File: src/rtl/tpo_pkg.sv
/*
 * shared constants and types of the timer pwm / one-shot output block:
 * register indices, field positions, reset values, mode codes, states.
 * assumes a plain single-cycle register port with 3-bit word index.
 */
package tpo_pkg;

    // widths
    localparam int unsigned ADDR_W = 3;
    localparam int unsigned DATA_W = 16;
    localparam int unsigned CNT_W  = 16;
    localparam int unsigned PS_W   = 3;
    localparam int unsigned DIV_W  = 7;

    // register indices on the plain port
    localparam logic [2:0] IDX_CTRL   = 3'h0;
    localparam logic [2:0] IDX_PERIOD = 3'h1;
    localparam logic [2:0] IDX_DUTY   = 3'h2;
    localparam logic [2:0] IDX_EDGE   = 3'h3;
    localparam logic [2:0] IDX_STAT   = 3'h4;
    localparam logic [2:0] IDX_MASK   = 3'h5;
    localparam logic [2:0] IDX_COUNT  = 3'h6;

    // field positions in timer_control_reg
    localparam int unsigned CTRL_EN_BIT   = 0;
    localparam int unsigned CTRL_MODE_LSB = 1;
    localparam int unsigned CTRL_TRIG_BIT = 4;
    localparam int unsigned CTRL_PS_LSB   = 5;

    // timer_mode_field codes; the one-shot code is a plain default
    localparam logic [2:0] MODE_PWM     = 3'h4;
    localparam logic [2:0] MODE_ONESHOT = 3'h3;

    // counter values
    localparam logic [15:0] CNT_IDLE = 16'hffff;
    localparam logic [15:0] CNT_ZERO = 16'h0000;

    // values after reset
    localparam logic [7:0]  RST_CTRL = 8'h00;
    localparam logic [15:0] RST_CMP  = 16'h0000;
    localparam logic [7:0]  RST_EDGE = 8'h00;
    localparam logic [1:0]  RST_IRQ  = 2'h0;
    localparam logic [6:0]  RST_DIV  = 7'h00;

    // the two compare match events, bit 0 = match0, bit 1 = match1
    typedef struct packed {
        logic match1;
        logic match0;
    } tpo_evt_t;

    // counter states
    typedef enum logic [1:0] {
        ST_IDLE,
        ST_ONESHOT,
        ST_PWM
    } tpo_state_t;

    // counter increment with wrap from ffff to 0000
    function automatic logic [15:0] tpo_inc(input logic [15:0] v);
        tpo_inc = 16'(v + 16'h0001);
    endfunction

    // register index decode
    function automatic logic tpo_hit(input logic [2:0] a, input logic [2:0] idx);
        tpo_hit = (a == idx);
    endfunction

endpackage

File: src/rtl/tpo_irq.sv
/*
 * sticky interrupt status with write-one-to-clear and a mask register.
 * assumes events are one-cycle pulses; a set in the clear cycle wins.
 */
`timescale 1ns/1ns
module tpo_irq
    import tpo_pkg::*;
(
    // clock and reset
    input  wire logic       clk,
    input  wire logic       arst_n,
    // events from the counter
    input  wire tpo_evt_t   evt,
    // software access
    input  wire logic       stat_we,
    input  wire logic       mask_we,
    input  wire logic [1:0] wdata,
    // state and request
    output logic      [1:0] status,
    output logic      [1:0] mask,
    output logic            irq
);

    logic [1:0] stat_q;  // sticky flags
    logic [1:0] stat_d;
    logic [1:0] mask_q;  // enables
    logic [1:0] mask_d;

    // clear by ones written, then set; set wins so no event is lost
    always_comb begin
        stat_d = stat_q;
        mask_d = mask_q;
        if (stat_we) begin
            stat_d = stat_d & ~wdata;
        end
        stat_d = stat_d | evt;
        if (mask_we) begin
            mask_d = wdata;
        end
    end

    // flag and mask registers
    always_ff @(posedge clk or negedge arst_n) begin
        if (!arst_n) begin
            stat_q <= RST_IRQ;
            mask_q <= RST_IRQ;
        end else begin
            stat_q <= stat_d;
            mask_q <= mask_d;
        end
    end

    assign status = stat_q;
    assign mask   = mask_q;
    assign irq    = |(stat_q & mask_q);

endmodule

File: src/rtl/tpo_prescale.sv
/*
 * count clock divider: one-cycle tick every 2**ps system clocks.
 * assumes run is low while the counter is stopped; the divider restarts on run.
 */
`timescale 1ns/1ns
module tpo_prescale
    import tpo_pkg::*;
(
    // clock and reset
    input  wire logic            clk,
    input  wire logic            arst_n,
    // control
    input  wire logic            run,
    input  wire logic [PS_W-1:0] ps,
    // count clock enable
    output logic                 tick
);

    logic [DIV_W-1:0] div_q;  // divider count
    logic [DIV_W-1:0] div_d;
    logic [DIV_W-1:0] lim;    // terminal count for this rate

    // terminal count and next divider value
    always_comb begin
        lim   = DIV_W'((8'h01 << ps) - 8'h01);
        tick  = run && (div_q == lim);
        div_d = (!run || tick) ? RST_DIV : DIV_W'(div_q + 7'h01);
    end

    // divider register
    always_ff @(posedge clk or negedge arst_n) begin
        if (!arst_n) begin
            div_q <= RST_DIV;
        end else begin
            div_q <= div_d;
        end
    end

endmodule

File: src/rtl/tpo_timer.sv
/*
 * 16-bit timer output stage: one-shot pulse mode and pwm output mode,
 * register port, count clock prescaler and sticky interrupt flags.
 * assumes a single 50 MHz clock, synchronous register strobes and that
 * software follows the rewrite order of the pwm buffers.
 */
// Local design decisions: the register addresses and the plain strobed port.
`timescale 1ns/1ns

module tpo_timer
    import tpo_pkg::*;
(
    // clock and reset
    input  wire logic              CLK,
    input  wire logic              ARST_N,
    // register port
    input  wire logic [ADDR_W-1:0] ADDR,
    input  wire logic [DATA_W-1:0] WDATA,
    input  wire logic              WR,
    input  wire logic              RD,
    output logic      [DATA_W-1:0] RDATA,
    // output pins
    output logic                   TOGGLE_OUT_PIN,
    output logic                   PWM_OUT_PIN,
    // compare match pulses and interrupt
    output logic                   MATCH0_IRQ,
    output logic                   MATCH1_IRQ,
    output logic                   IRQ
);

    // software registers
    logic [7:0]        ctrl_q;       // timer_control_reg, trigger bit not stored
    logic [7:0]        ctrl_d;
    logic [CNT_W-1:0]  period_q;     // compare_period
    logic [CNT_W-1:0]  period_d;
    logic [CNT_W-1:0]  duty_q;       // compare_duty
    logic [CNT_W-1:0]  duty_d;
    logic [7:0]        edge_q;       // trigger_edge_select, stored only
    logic [7:0]        edge_d;
    logic [DATA_W-1:0] rdata_q;      // read data, valid one cycle
    logic [DATA_W-1:0] rdata_d;

    // counter group
    tpo_state_t        st_q;         // counter state
    tpo_state_t        st_d;
    logic [CNT_W-1:0]  cnt_q;        // 16-bit counter
    logic [CNT_W-1:0]  cnt_d;
    logic [CNT_W-1:0]  per_sh_q;     // period_shadow
    logic [CNT_W-1:0]  per_sh_d;
    logic [CNT_W-1:0]  duty_sh_q;    // duty_shadow
    logic [CNT_W-1:0]  duty_sh_d;
    logic              arm_q;        // buffer transfer armed
    logic              arm_d;
    logic              pwm_q;        // pwm_out_pin level
    logic              pwm_d;
    logic              tog_q;        // toggle_out_pin level
    logic              tog_d;
    tpo_evt_t          evt_q;        // registered match pulses
    tpo_evt_t          evt_d;

    // decoded controls
    logic              en;           // count_enable_bit
    logic [2:0]        mode;         // timer_mode_field
    logic [PS_W-1:0]   ps;           // count clock rate
    logic              wr_ctrl;
    logic              wr_duty;
    logic              trig;         // one-shot software trigger
    logic              tick;         // count clock enable
    logic [CNT_W-1:0]  cnt_inc;      // counter plus one
    logic [CNT_W-1:0]  duty_nx;      // duty used after a clear
    logic [1:0]        irq_stat;
    logic [1:0]        irq_mask;

    assign en      = ctrl_q[CTRL_EN_BIT];
    assign mode    = ctrl_q[CTRL_MODE_LSB +: 3];
    assign ps      = ctrl_q[CTRL_PS_LSB +: PS_W];
    assign wr_ctrl = WR && tpo_hit(ADDR, IDX_CTRL);
    assign wr_duty = WR && tpo_hit(ADDR, IDX_DUTY);
    assign trig    = wr_ctrl && WDATA[CTRL_TRIG_BIT];
    assign cnt_inc = tpo_inc(cnt_q);

    // count clock divider, held while stopped so a start is clean
    tpo_prescale u_prescale (
        .clk    (CLK),
        .arst_n (ARST_N),
        .run    (st_q != ST_IDLE),
        .ps     (ps),
        .tick   (tick)
    );

    // sticky flags for both compare events
    tpo_irq u_irq (
        .clk     (CLK),
        .arst_n  (ARST_N),
        .evt     (evt_q),
        .stat_we (WR && tpo_hit(ADDR, IDX_STAT)),
        .mask_we (WR && tpo_hit(ADDR, IDX_MASK)),
        .wdata   (WDATA[1:0]),
        .status  (irq_stat),
        .mask    (irq_mask),
        .irq     (IRQ)
    );

    // register writes and read mux; reads of index 7 give zero
    always_comb begin
        ctrl_d   = ctrl_q;
        period_d = period_q;
        duty_d   = duty_q;
        edge_d   = edge_q;
        rdata_d  = '0;
        if (wr_ctrl) begin
            ctrl_d = WDATA[7:0] & ~(8'h01 << CTRL_TRIG_BIT);
        end
        if (WR && tpo_hit(ADDR, IDX_PERIOD)) begin
            period_d = WDATA;
        end
        if (wr_duty) begin
            duty_d = WDATA;
        end
        if (WR && tpo_hit(ADDR, IDX_EDGE)) begin
            edge_d = WDATA[7:0];
        end
        if (RD) begin
            unique case (ADDR)
                IDX_CTRL:   rdata_d = {8'h00, ctrl_q};
                IDX_PERIOD: rdata_d = period_q;
                IDX_DUTY:   rdata_d = duty_q;
                IDX_EDGE:   rdata_d = {8'h00, edge_q};
                IDX_STAT:   rdata_d = {14'h0, irq_stat};
                IDX_MASK:   rdata_d = {14'h0, irq_mask};
                IDX_COUNT:  rdata_d = cnt_q;
                default:    rdata_d = '0;
            endcase
        end
    end

    // software registers
    always_ff @(posedge CLK or negedge ARST_N) begin
        if (!ARST_N) begin
            ctrl_q   <= RST_CTRL;
            period_q <= RST_CMP;
            duty_q   <= RST_CMP;
            edge_q   <= RST_EDGE;
            rdata_q  <= '0;
        end else begin
            ctrl_q   <= ctrl_d;
            period_q <= period_d;
            duty_q   <= duty_d;
            edge_q   <= edge_d;
            rdata_q  <= rdata_d;
        end
    end

    // counter, buffers and pins; one counter serves both modes
    always_comb begin
        st_d      = st_q;
        cnt_d     = cnt_q;
        per_sh_d  = per_sh_q;
        duty_sh_d = duty_sh_q;
        arm_d     = arm_q;
        pwm_d     = pwm_q;
        tog_d     = tog_q;
        evt_d     = '0;
        duty_nx   = arm_q ? duty_q : duty_sh_q;
        unique case (st_q)
            ST_IDLE: begin
                // parked at ffff so the first count lands on 0000
                cnt_d     = CNT_IDLE;
                pwm_d     = 1'b0;
                tog_d     = 1'b0;
                arm_d     = 1'b0;
                per_sh_d  = period_q;
                duty_sh_d = duty_q;
                if (en && mode == MODE_PWM) begin
                    st_d = ST_PWM;
                end else if (en && mode == MODE_ONESHOT && trig) begin
                    st_d = ST_ONESHOT;
                end
            end
            ST_ONESHOT: begin
                if (tick) begin
                    // plain 16-bit wrap past a missed compare
                    cnt_d = cnt_inc;
                    if (cnt_inc == duty_q) begin
                        pwm_d        = 1'b1;
                        evt_d.match1 = 1'b1;
                    end
                    if (cnt_inc == period_q) begin
                        pwm_d        = 1'b0;
                        evt_d.match0 = 1'b1;
                        st_d         = ST_IDLE;
                    end
                end
            end
            ST_PWM: begin
                if (wr_duty) begin
                    arm_d = 1'b1;
                end
                if (tick) begin
                    if (cnt_q == per_sh_q) begin
                        cnt_d        = CNT_ZERO;
                        evt_d.match0 = 1'b1;
                        tog_d        = ~tog_q;
                        if (arm_q) begin
                            per_sh_d  = period_q;
                            duty_sh_d = duty_q;
                            arm_d     = wr_duty;
                        end
                        pwm_d        = (duty_nx != CNT_ZERO);
                        evt_d.match1 = (duty_nx == CNT_ZERO);
                    end else begin
                        cnt_d        = cnt_inc;
                        pwm_d        = (cnt_inc < duty_sh_q);
                        evt_d.match1 = (cnt_inc == duty_sh_q);
                    end
                end
            end
            default: begin
                st_d = ST_IDLE;
            end
        endcase
        // disable or mode change stops at once
        if (st_q != ST_IDLE && (!en || mode != (st_q == ST_PWM ? MODE_PWM : MODE_ONESHOT))) begin
            st_d  = ST_IDLE;
            cnt_d = CNT_IDLE;
            pwm_d = 1'b0;
            tog_d = 1'b0;
            arm_d = 1'b0;
            evt_d = '0;
        end
    end

    // counter group registers
    always_ff @(posedge CLK or negedge ARST_N) begin
        if (!ARST_N) begin
            st_q      <= ST_IDLE;
            cnt_q     <= CNT_IDLE;
            per_sh_q  <= RST_CMP;
            duty_sh_q <= RST_CMP;
            arm_q     <= 1'b0;
            pwm_q     <= 1'b0;
            tog_q     <= 1'b0;
            evt_q     <= '0;
        end else begin
            st_q      <= st_d;
            cnt_q     <= cnt_d;
            per_sh_q  <= per_sh_d;
            duty_sh_q <= duty_sh_d;
            arm_q     <= arm_d;
            pwm_q     <= pwm_d;
            tog_q     <= tog_d;
            evt_q     <= evt_d;
        end
    end

    // outputs, all from flip-flops
    assign RDATA          = rdata_q;
    assign TOGGLE_OUT_PIN = tog_q;
    assign PWM_OUT_PIN    = pwm_q;
    assign MATCH0_IRQ     = evt_q.match0;
    assign MATCH1_IRQ     = evt_q.match1;
endmodule
File: config.mk
export PLATFORM = sky130hd
export DESIGN_NAME = tpo_timer
export DESIGN_NICKNAME = d
export VERILOG_FILES = /design/src/rtl/tpo_pkg.sv /design/src/rtl/tpo_irq.sv /design/src/rtl/tpo_prescale.sv /design/src/rtl/tpo_timer.sv
export SDC_FILE = /design/constraint.sdc
export NUM_CORES = 1
export LEC_CHECK = 0
export ABC_AREA = 1
export BUFFER_PORTS_ARGS = -buffer_cell sky130_fd_sc_hd__buf_2
export CAP_MARGIN = 25
export CORE_AREA = 2 2 121 123
export CTS_CLUSTER_SIZE = 12
export DETAILED_ROUTE_END_ITERATION = 6
export DIE_AREA = 0 0 123 125
export HOLD_SLACK_MARGIN = 0.05
export PLACE_DENSITY = 0.83
export REMOVE_ABC_BUFFERS = 1
export SYNTH_ARGS = -nofsm -noshare
export SYNTH_HDL_FRONTEND = slang
export SYNTH_SLANG_ARGS = --single-unit
File: constraint.sdc
create_clock -name CLK -period 2.6 [get_ports CLK]
set_clock_uncertainty 0.2 [all_clocks]
set_input_delay 0.13 -clock CLK [delete_from_list [all_inputs] [get_ports CLK]]
set_output_delay 0.13 -clock CLK [all_outputs]
set_load 0.1 [all_outputs]
# Word-level counts from Yosys, hierarchy flattened
# Cells that the tools add are included.
dict set report totals {
  reg_bits 129
  elab_cells 133
}
dict set report classes {
  n_bitwise 5
  order_cmp 1
  muxes 49
  n_shift 1
  eq_ne 26
  reduce_logical 31
  n_addsub 3
}
# cell count
set ops {}
lappend ops {{$mux W16} 11}
lappend ops {{$pmux W16 S7} 1}
lappend ops {{$eq A16 B16 Y1} 4}
lappend ops {{$pmux W16 S2} 2}
lappend ops {{$pmux W16 S3} 1}
lappend ops {{$mux W1} 18}
lappend ops {{$mux W2} 9}
lappend ops {{$add A16 B1 Y16 const B} 1}
lappend ops {{$logic_not A16 Y1} 1}
lappend ops {{$lt A16 B16 Y1} 1}
lappend ops {{$reduce_bool A16 Y1} 1}
lappend ops {{$eq A3 B3 Y1 const B} 4}
lappend ops {{$logic_and A1 B1 Y1} 12}
lappend ops {{$reduce_and A4 Y1} 3}
lappend ops {{$eq A3 B2 Y1 const B} 3}
lappend ops {{$reduce_and A3 Y1} 3}
lappend ops {{$ne A4 B4 Y1 const B} 2}
lappend ops {{$add A7 B1 Y7 const B} 1}
lappend ops {{$eq A7 B7 Y1} 1}
lappend ops {{$mux W7} 1}
lappend ops {{$shl A1 B3 Y7 const A} 1}
lappend ops {{$sub A7 B1 Y7 const B} 1}
lappend ops {{$ne A2 B2 Y1 const B} 3}
lappend ops {{$ne A3 B2 Y1 const B} 2}
lappend ops {{23 further kinds} 29}

# Logic depth before layout (Yosys ltp)
dict set report logic_depth {
  word_depth 8
  mapped_depth 21
  mapped_depth_nobuf 20
}

# By module
# Synthesis repeated with hierarchy kept, for this count alone.
dict set report unflattened {
  hier_cells 971
  area_unflattened_um2 7365.8
}
# mod instances seq_area_each_um2 cells_each area_each_um2
set by_module_without_submodules {}
lappend by_module_without_submodules {tpo_timer 1 2972.9 880 6692.7}
lappend by_module_without_submodules {tpo_prescale 1 175.2 70 506.7}
lappend by_module_without_submodules {tpo_irq 1 100.1 21 166.4}

# Worst setup path before layout
# No wires, ideal clock.
dict set report synth_timing {
  path_kind {reg-to-reg}
  from {register cnt_q[0]}
  to {register pwm_q, in the netlist PWM_OUT_PIN}
  arrival_time_ns 2.396
  n_path_buf 0
  setup_slack_ns -0.116
  path_stages_with_launch 19
  setup_time_ns 0.120
  path_cell_list {dfstp_2 > ha_1 > nand3_1 > nor2_1 > nand4_1 > nand2_1 > inv_1 > ha_1 > nand2_1 > inv_1 > nand3_1 > nor3_1 > nand2_1 > nand2_1 > nand2_1 > nand3_1 > a21oi_1 > nand2_1 > nand2_1}
}
dict set report synth_between {
  elab_chain_len 6
  word_cells_on_any_way 13
}
# item line
set synth_lines {}
lappend synth_lines {{start, declared} tpo_timer.sv:46} ;# logic [CNT_W-1:0] cnt_q;
lappend synth_lines {{start signal, assigned} tpo_timer.sv:246} ;# cnt_q <= cnt_d;
lappend synth_lines {{$add A16 B1 Y16} tpo_pkg.sv:60} ;# tpo_inc = 16'(v + 16'h0001);
lappend synth_lines {{$lt A16 B16 Y1 / $eq A16 B16 Y1 (equally long branches)} {tpo_timer.sv:213, tpo_timer.sv:188}}
lappend synth_lines {{$mux W1 (on tied branches)} {tpo_timer.sv:200, tpo_timer.sv:188}}
lappend synth_lines {{$mux W1 (on tied branches)} {tpo_timer.sv:199, tpo_timer.sv:181}}
lappend synth_lines {{$pmux W1 S3} tpo_timer.sv:165} ;# unique case (st_q)
lappend synth_lines {{$mux W1} tpo_timer.sv:223} ;# if (st_q != ST_IDLE && (!en || mode != (st_q == ST_PWM ? MODE_PWM : MODE_ONESHOT))) begin
lappend synth_lines {{end signal, assigned} tpo_timer.sv:250} ;# pwm_q <= pwm_d;
lappend synth_lines {{end, declared} tpo_timer.sv:54} ;# logic pwm_q;
# Several ways; a longest one is shown, not always the timed one. The select of a mux whose other input is x is not followed.
# A chain may end at the register's enable or synchronous reset.

# Final worst setup path
dict set report layout_timing {
  from {register cnt_q[0]}
  to {register duty_sh_q[10]}
}
dict set report layout_between {
  elab_chain_len 3
}
# item line
set layout_lines {}
lappend layout_lines {{$eq A16 B16 Y1} tpo_timer.sv:200} ;# if (cnt_q == per_sh_q) begin
lappend layout_lines {{$ne A2 B2 Y1 (no source line)} n/a}
lappend layout_lines {{$reduce_and A3 Y1 (no source line)} n/a}
lappend layout_lines {{end signal, assigned} tpo_timer.sv:248} ;# duty_sh_q <= duty_sh_d;
lappend layout_lines {{end, declared} tpo_timer.sv:50} ;# logic [CNT_W-1:0] duty_sh_q;
# Every way passes these cells.

==> results.toml <==
[synth]
synth_seq_cells = 129
synthCells = 999
synth_edf_count = 0
ys_seq_area_frac = 0.423
synth_area_um2 = 7690
syn_avg_cell_area_um2 = 7.70
synth_async_sr_flop_share = 1.00
synth_cell_type_count = 45
yosys_most_used_dff = "dfrtp_1"
ys_warn_count = 0

[critical_path]
r2r-start = "cnt_q[0]"
critPathArrivalTime_ps = 2870
worstSetupStartpoint = "cnt_q[0]"
crit_type = "reg2reg"
cp-start-kind = "register"
crit_required_ps = 2720
worst-path-max-fanout = 6
endpoint_kind = "register"
reg2reg_slack_ps = -140

[final_layout]
synthToLayoutAreaGrowth_pct = 37.5
final_cell_mix = "nand2_1 (238), inv_1 (125), buf_4 (111)"
n_antenna_cell = 0
layout-drive-gt1-share = 0.341
nNetsFinal = 1233
stdcell_count = 1384
final_common_cell = "nand2_1"

[die]
num_rows = 44
start_util = 0.541
io_pins = 44
fp.dieW_um = 123
design.die.area_um2 = 15400
coreArea_um2 = 14200
die_y_um = 125

[global_route]
grt_pass1_wl_mm = 38.7
grt_max_degree = 65
grt_pass1_vias = 7366
antenna_found_initial = 0
grt_overflow = 0
grt.total_usage = 0.329

[min_path]
hold_class = "reg2reg"
hold_start = "MATCH0_IRQ"

[routing]
antenna_left = 0
num_vias = 7997
drtIter0Drc = 971
drt-total-wl_mm = 26.6
firstDrtPassIters = 6
viasPerCell = 5.78
routedWlPerCell_um = 19.2
drc = 0

[sta]
setup_ws_ps = -145
hold_viol_final = 0
grt_setup_unrepaired = "true"
worst_pin_slew_ps = 710
max_slew_margin = 0.526
fmax_mhz = 364
finalCritPeriodShare = 1.06
tns_ps = -2940
setup-violations-final = 49
drv_slew = 0
fin_crit_ps = 2740
hold_slack_ps = 276

[pwr]
sw_frac_of_total = 0.457
seqPwrFrac = 0.231
p_int_uw = 7450
power.total_uw = 13700
p_sw_uw = 6270
power_frac_comb = 0.592
static-leakage-power_uw = 0.00522
clkPwrFrac = 0.177
peakVddDrop_v = 0.000801
p_per_area_nw_per_um2 = 1300

[placed_design]
place_congestion = 0.946
placed_cells = 1288
hpwl_mm = 16.4
io_buffers = 43

[clock_network]
cts-root-buf = "clkbuf_16"
cts.reportedPaths.clkPinSlew_ps = 70
clk-insertion-delay-late_ps = 440
htree_levels = 4
cts_tree = "yes"
clk_path_buf_depth = 2
clock-sinks = 129
cts_made_buffers = 17

[status]
status = "complete, but fails checks"
violations = "negative setup slack"

[flow_run]
maxCapViolations = 0
-- Yosys cell counts (2+ instances only) --
cell type / instances / share of area
nand3_1: 56 / 0.036
nor4_1: 4 / 0.0033
o22ai_1: 16 / 0.013
dfstp_2: 16 / 0.055
nand2_2: 16 / 0.013
inv_2: 9 / 0.0044
nor3_2: 4 / 0.0052
nand2_1: 271 / 0.13
a21oi_1: 39 / 0.025
o21ai_2: 33 / 0.038
a31oi_1: 6 / 0.0049
nor2_1: 60 / 0.029
a221oi_1: 4 / 0.0046
nand4_1: 15 / 0.012
xnor2_1: 14 / 0.016
nand2_4: 2 / 0.0029
nor2_2: 6 / 0.0049
inv_1: 129 / 0.063
xor2_1: 11 / 0.013
nor3_1: 7 / 0.0046
buf_2: 2 / 0.0013
dfrtp_1: 113 / 0.37
ha_1: 23 / 0.037
or2_1: 2 / 0.0016
o21ai_0: 67 / 0.044
nor2_4: 3 / 0.0044
clkbuf_1: 12 / 0.0059
buf_4: 6 / 0.0059
o21ai_1: 27 / 0.018
nor3b_1: 2 / 0.0020
buf_6: 10 / 0.015
-- cells by family after synthesis --
kind of cell	after synthesis	share of synthesized area
buffers and inverters	170	0.0964
AO/OA/AOI/OAI	198	0.154
flip-flops	129	0.423
adder cells (fa/ha/maj)	23	0.0374
AND/OR/NAND/NOR	454	0.262
XOR/XNOR	25	0.0285
-- metal layers --
metal  share of wire  global-route usage  up-vias
li1                -                   -     3615
met4           0.043               0.124        0
met3            0.11              0.0807      109
met1            0.39               0.463     3756
met2            0.46               0.493      517
met5               0                   0        -
-- worst max-delay path: stages, from the launching register on --
cell and delay [ps]:
dfstp_2 580, buf_6 150, buf_6 130, xnor2_1 120, nand2_1 90, nor3_2 220, nand4_2 210, inv_2 150
nand2_1 110, o21ai_2 110, nand2_4 130, buf_12 160, buf_16 150, nand2_4 50, o21ai_2 40
-- sequential cells by signal, summed over array words and instances, names as in the netlist --
register and count:
edge_q 8, per_sh_q 16, ctrl_q 7, PWM_OUT_PIN 1
duty_q 16, period_q 16, u_prescale.div_q 7, MATCH0_IRQ 1
duty_sh_q 16, RDATA 16, st_q 2, arm_q 1
cnt_q 16, MATCH1_IRQ 1, TOGGLE_OUT_PIN 1, u_irq.status 2
u_irq.mask 2
-- per-stage QoR --
step | worst slack, ps | util | instance area, µm²
after floorplan | -123 | - | 7470
after global placement | -61.0 | 0.610 | 8660
after detailed placement | -144 | 0.610 | 8660
after CTS | -36.5 | 0.703 | 9980
after global routing | -289 | 0.744 | 10600
final | -145 | 0.744 | 10600
-- power by group through the flow --
stage | clock network, µW | logic (µW) | registers, µW
3_5_place_dp | 0 | 5750 | 3100
4_1_cts | 2420 | 6680 | 3100
6_report | 2420 | 8120 | 3170
2_1_floorplan | 0 | 3330 | 3230
5_1_grt | 2520 | 8620 | 3220
3_3_place_gp | 0 | 5640 | 3070
-- layout make-up --
cell class,count,area (µm²)
clock buffer,19,453
clock inverter,13,141
fill,927,3630
inverter,140,534
multi-input combinational,700,4300
sequential,129,3250
tap,184,230
timing repair buffer,199,1660
-- worst paths after layout --
check | to | cells after the start
worst max-delay path | duty_sh_q[10] | 14
max in group asynchronous | duty_sh_q[12] | 4
worst min register to register | u_irq.status[0] | 2
min in group asynchronous | RDATA[12] | 3
worst max register to register | duty_sh_q[10] | 14
worst min-delay path | u_irq.status[0] | 2
-- repair_timing --
| action | in CTS | in global routing |
|---|---|---|
| cloned | 3 | 4 |
| hold buffers | 24 | 0 |
| pin swaps | 44 | 50 |
| gates resized for setup | 49 | 110 |
| endpoints found under the setup margin | 37 | 55 |
| setup buffers | 23 | 14 |
| endpoints found under the hold margin | 191 | 0 |
(Power assumes the default switching activity.)
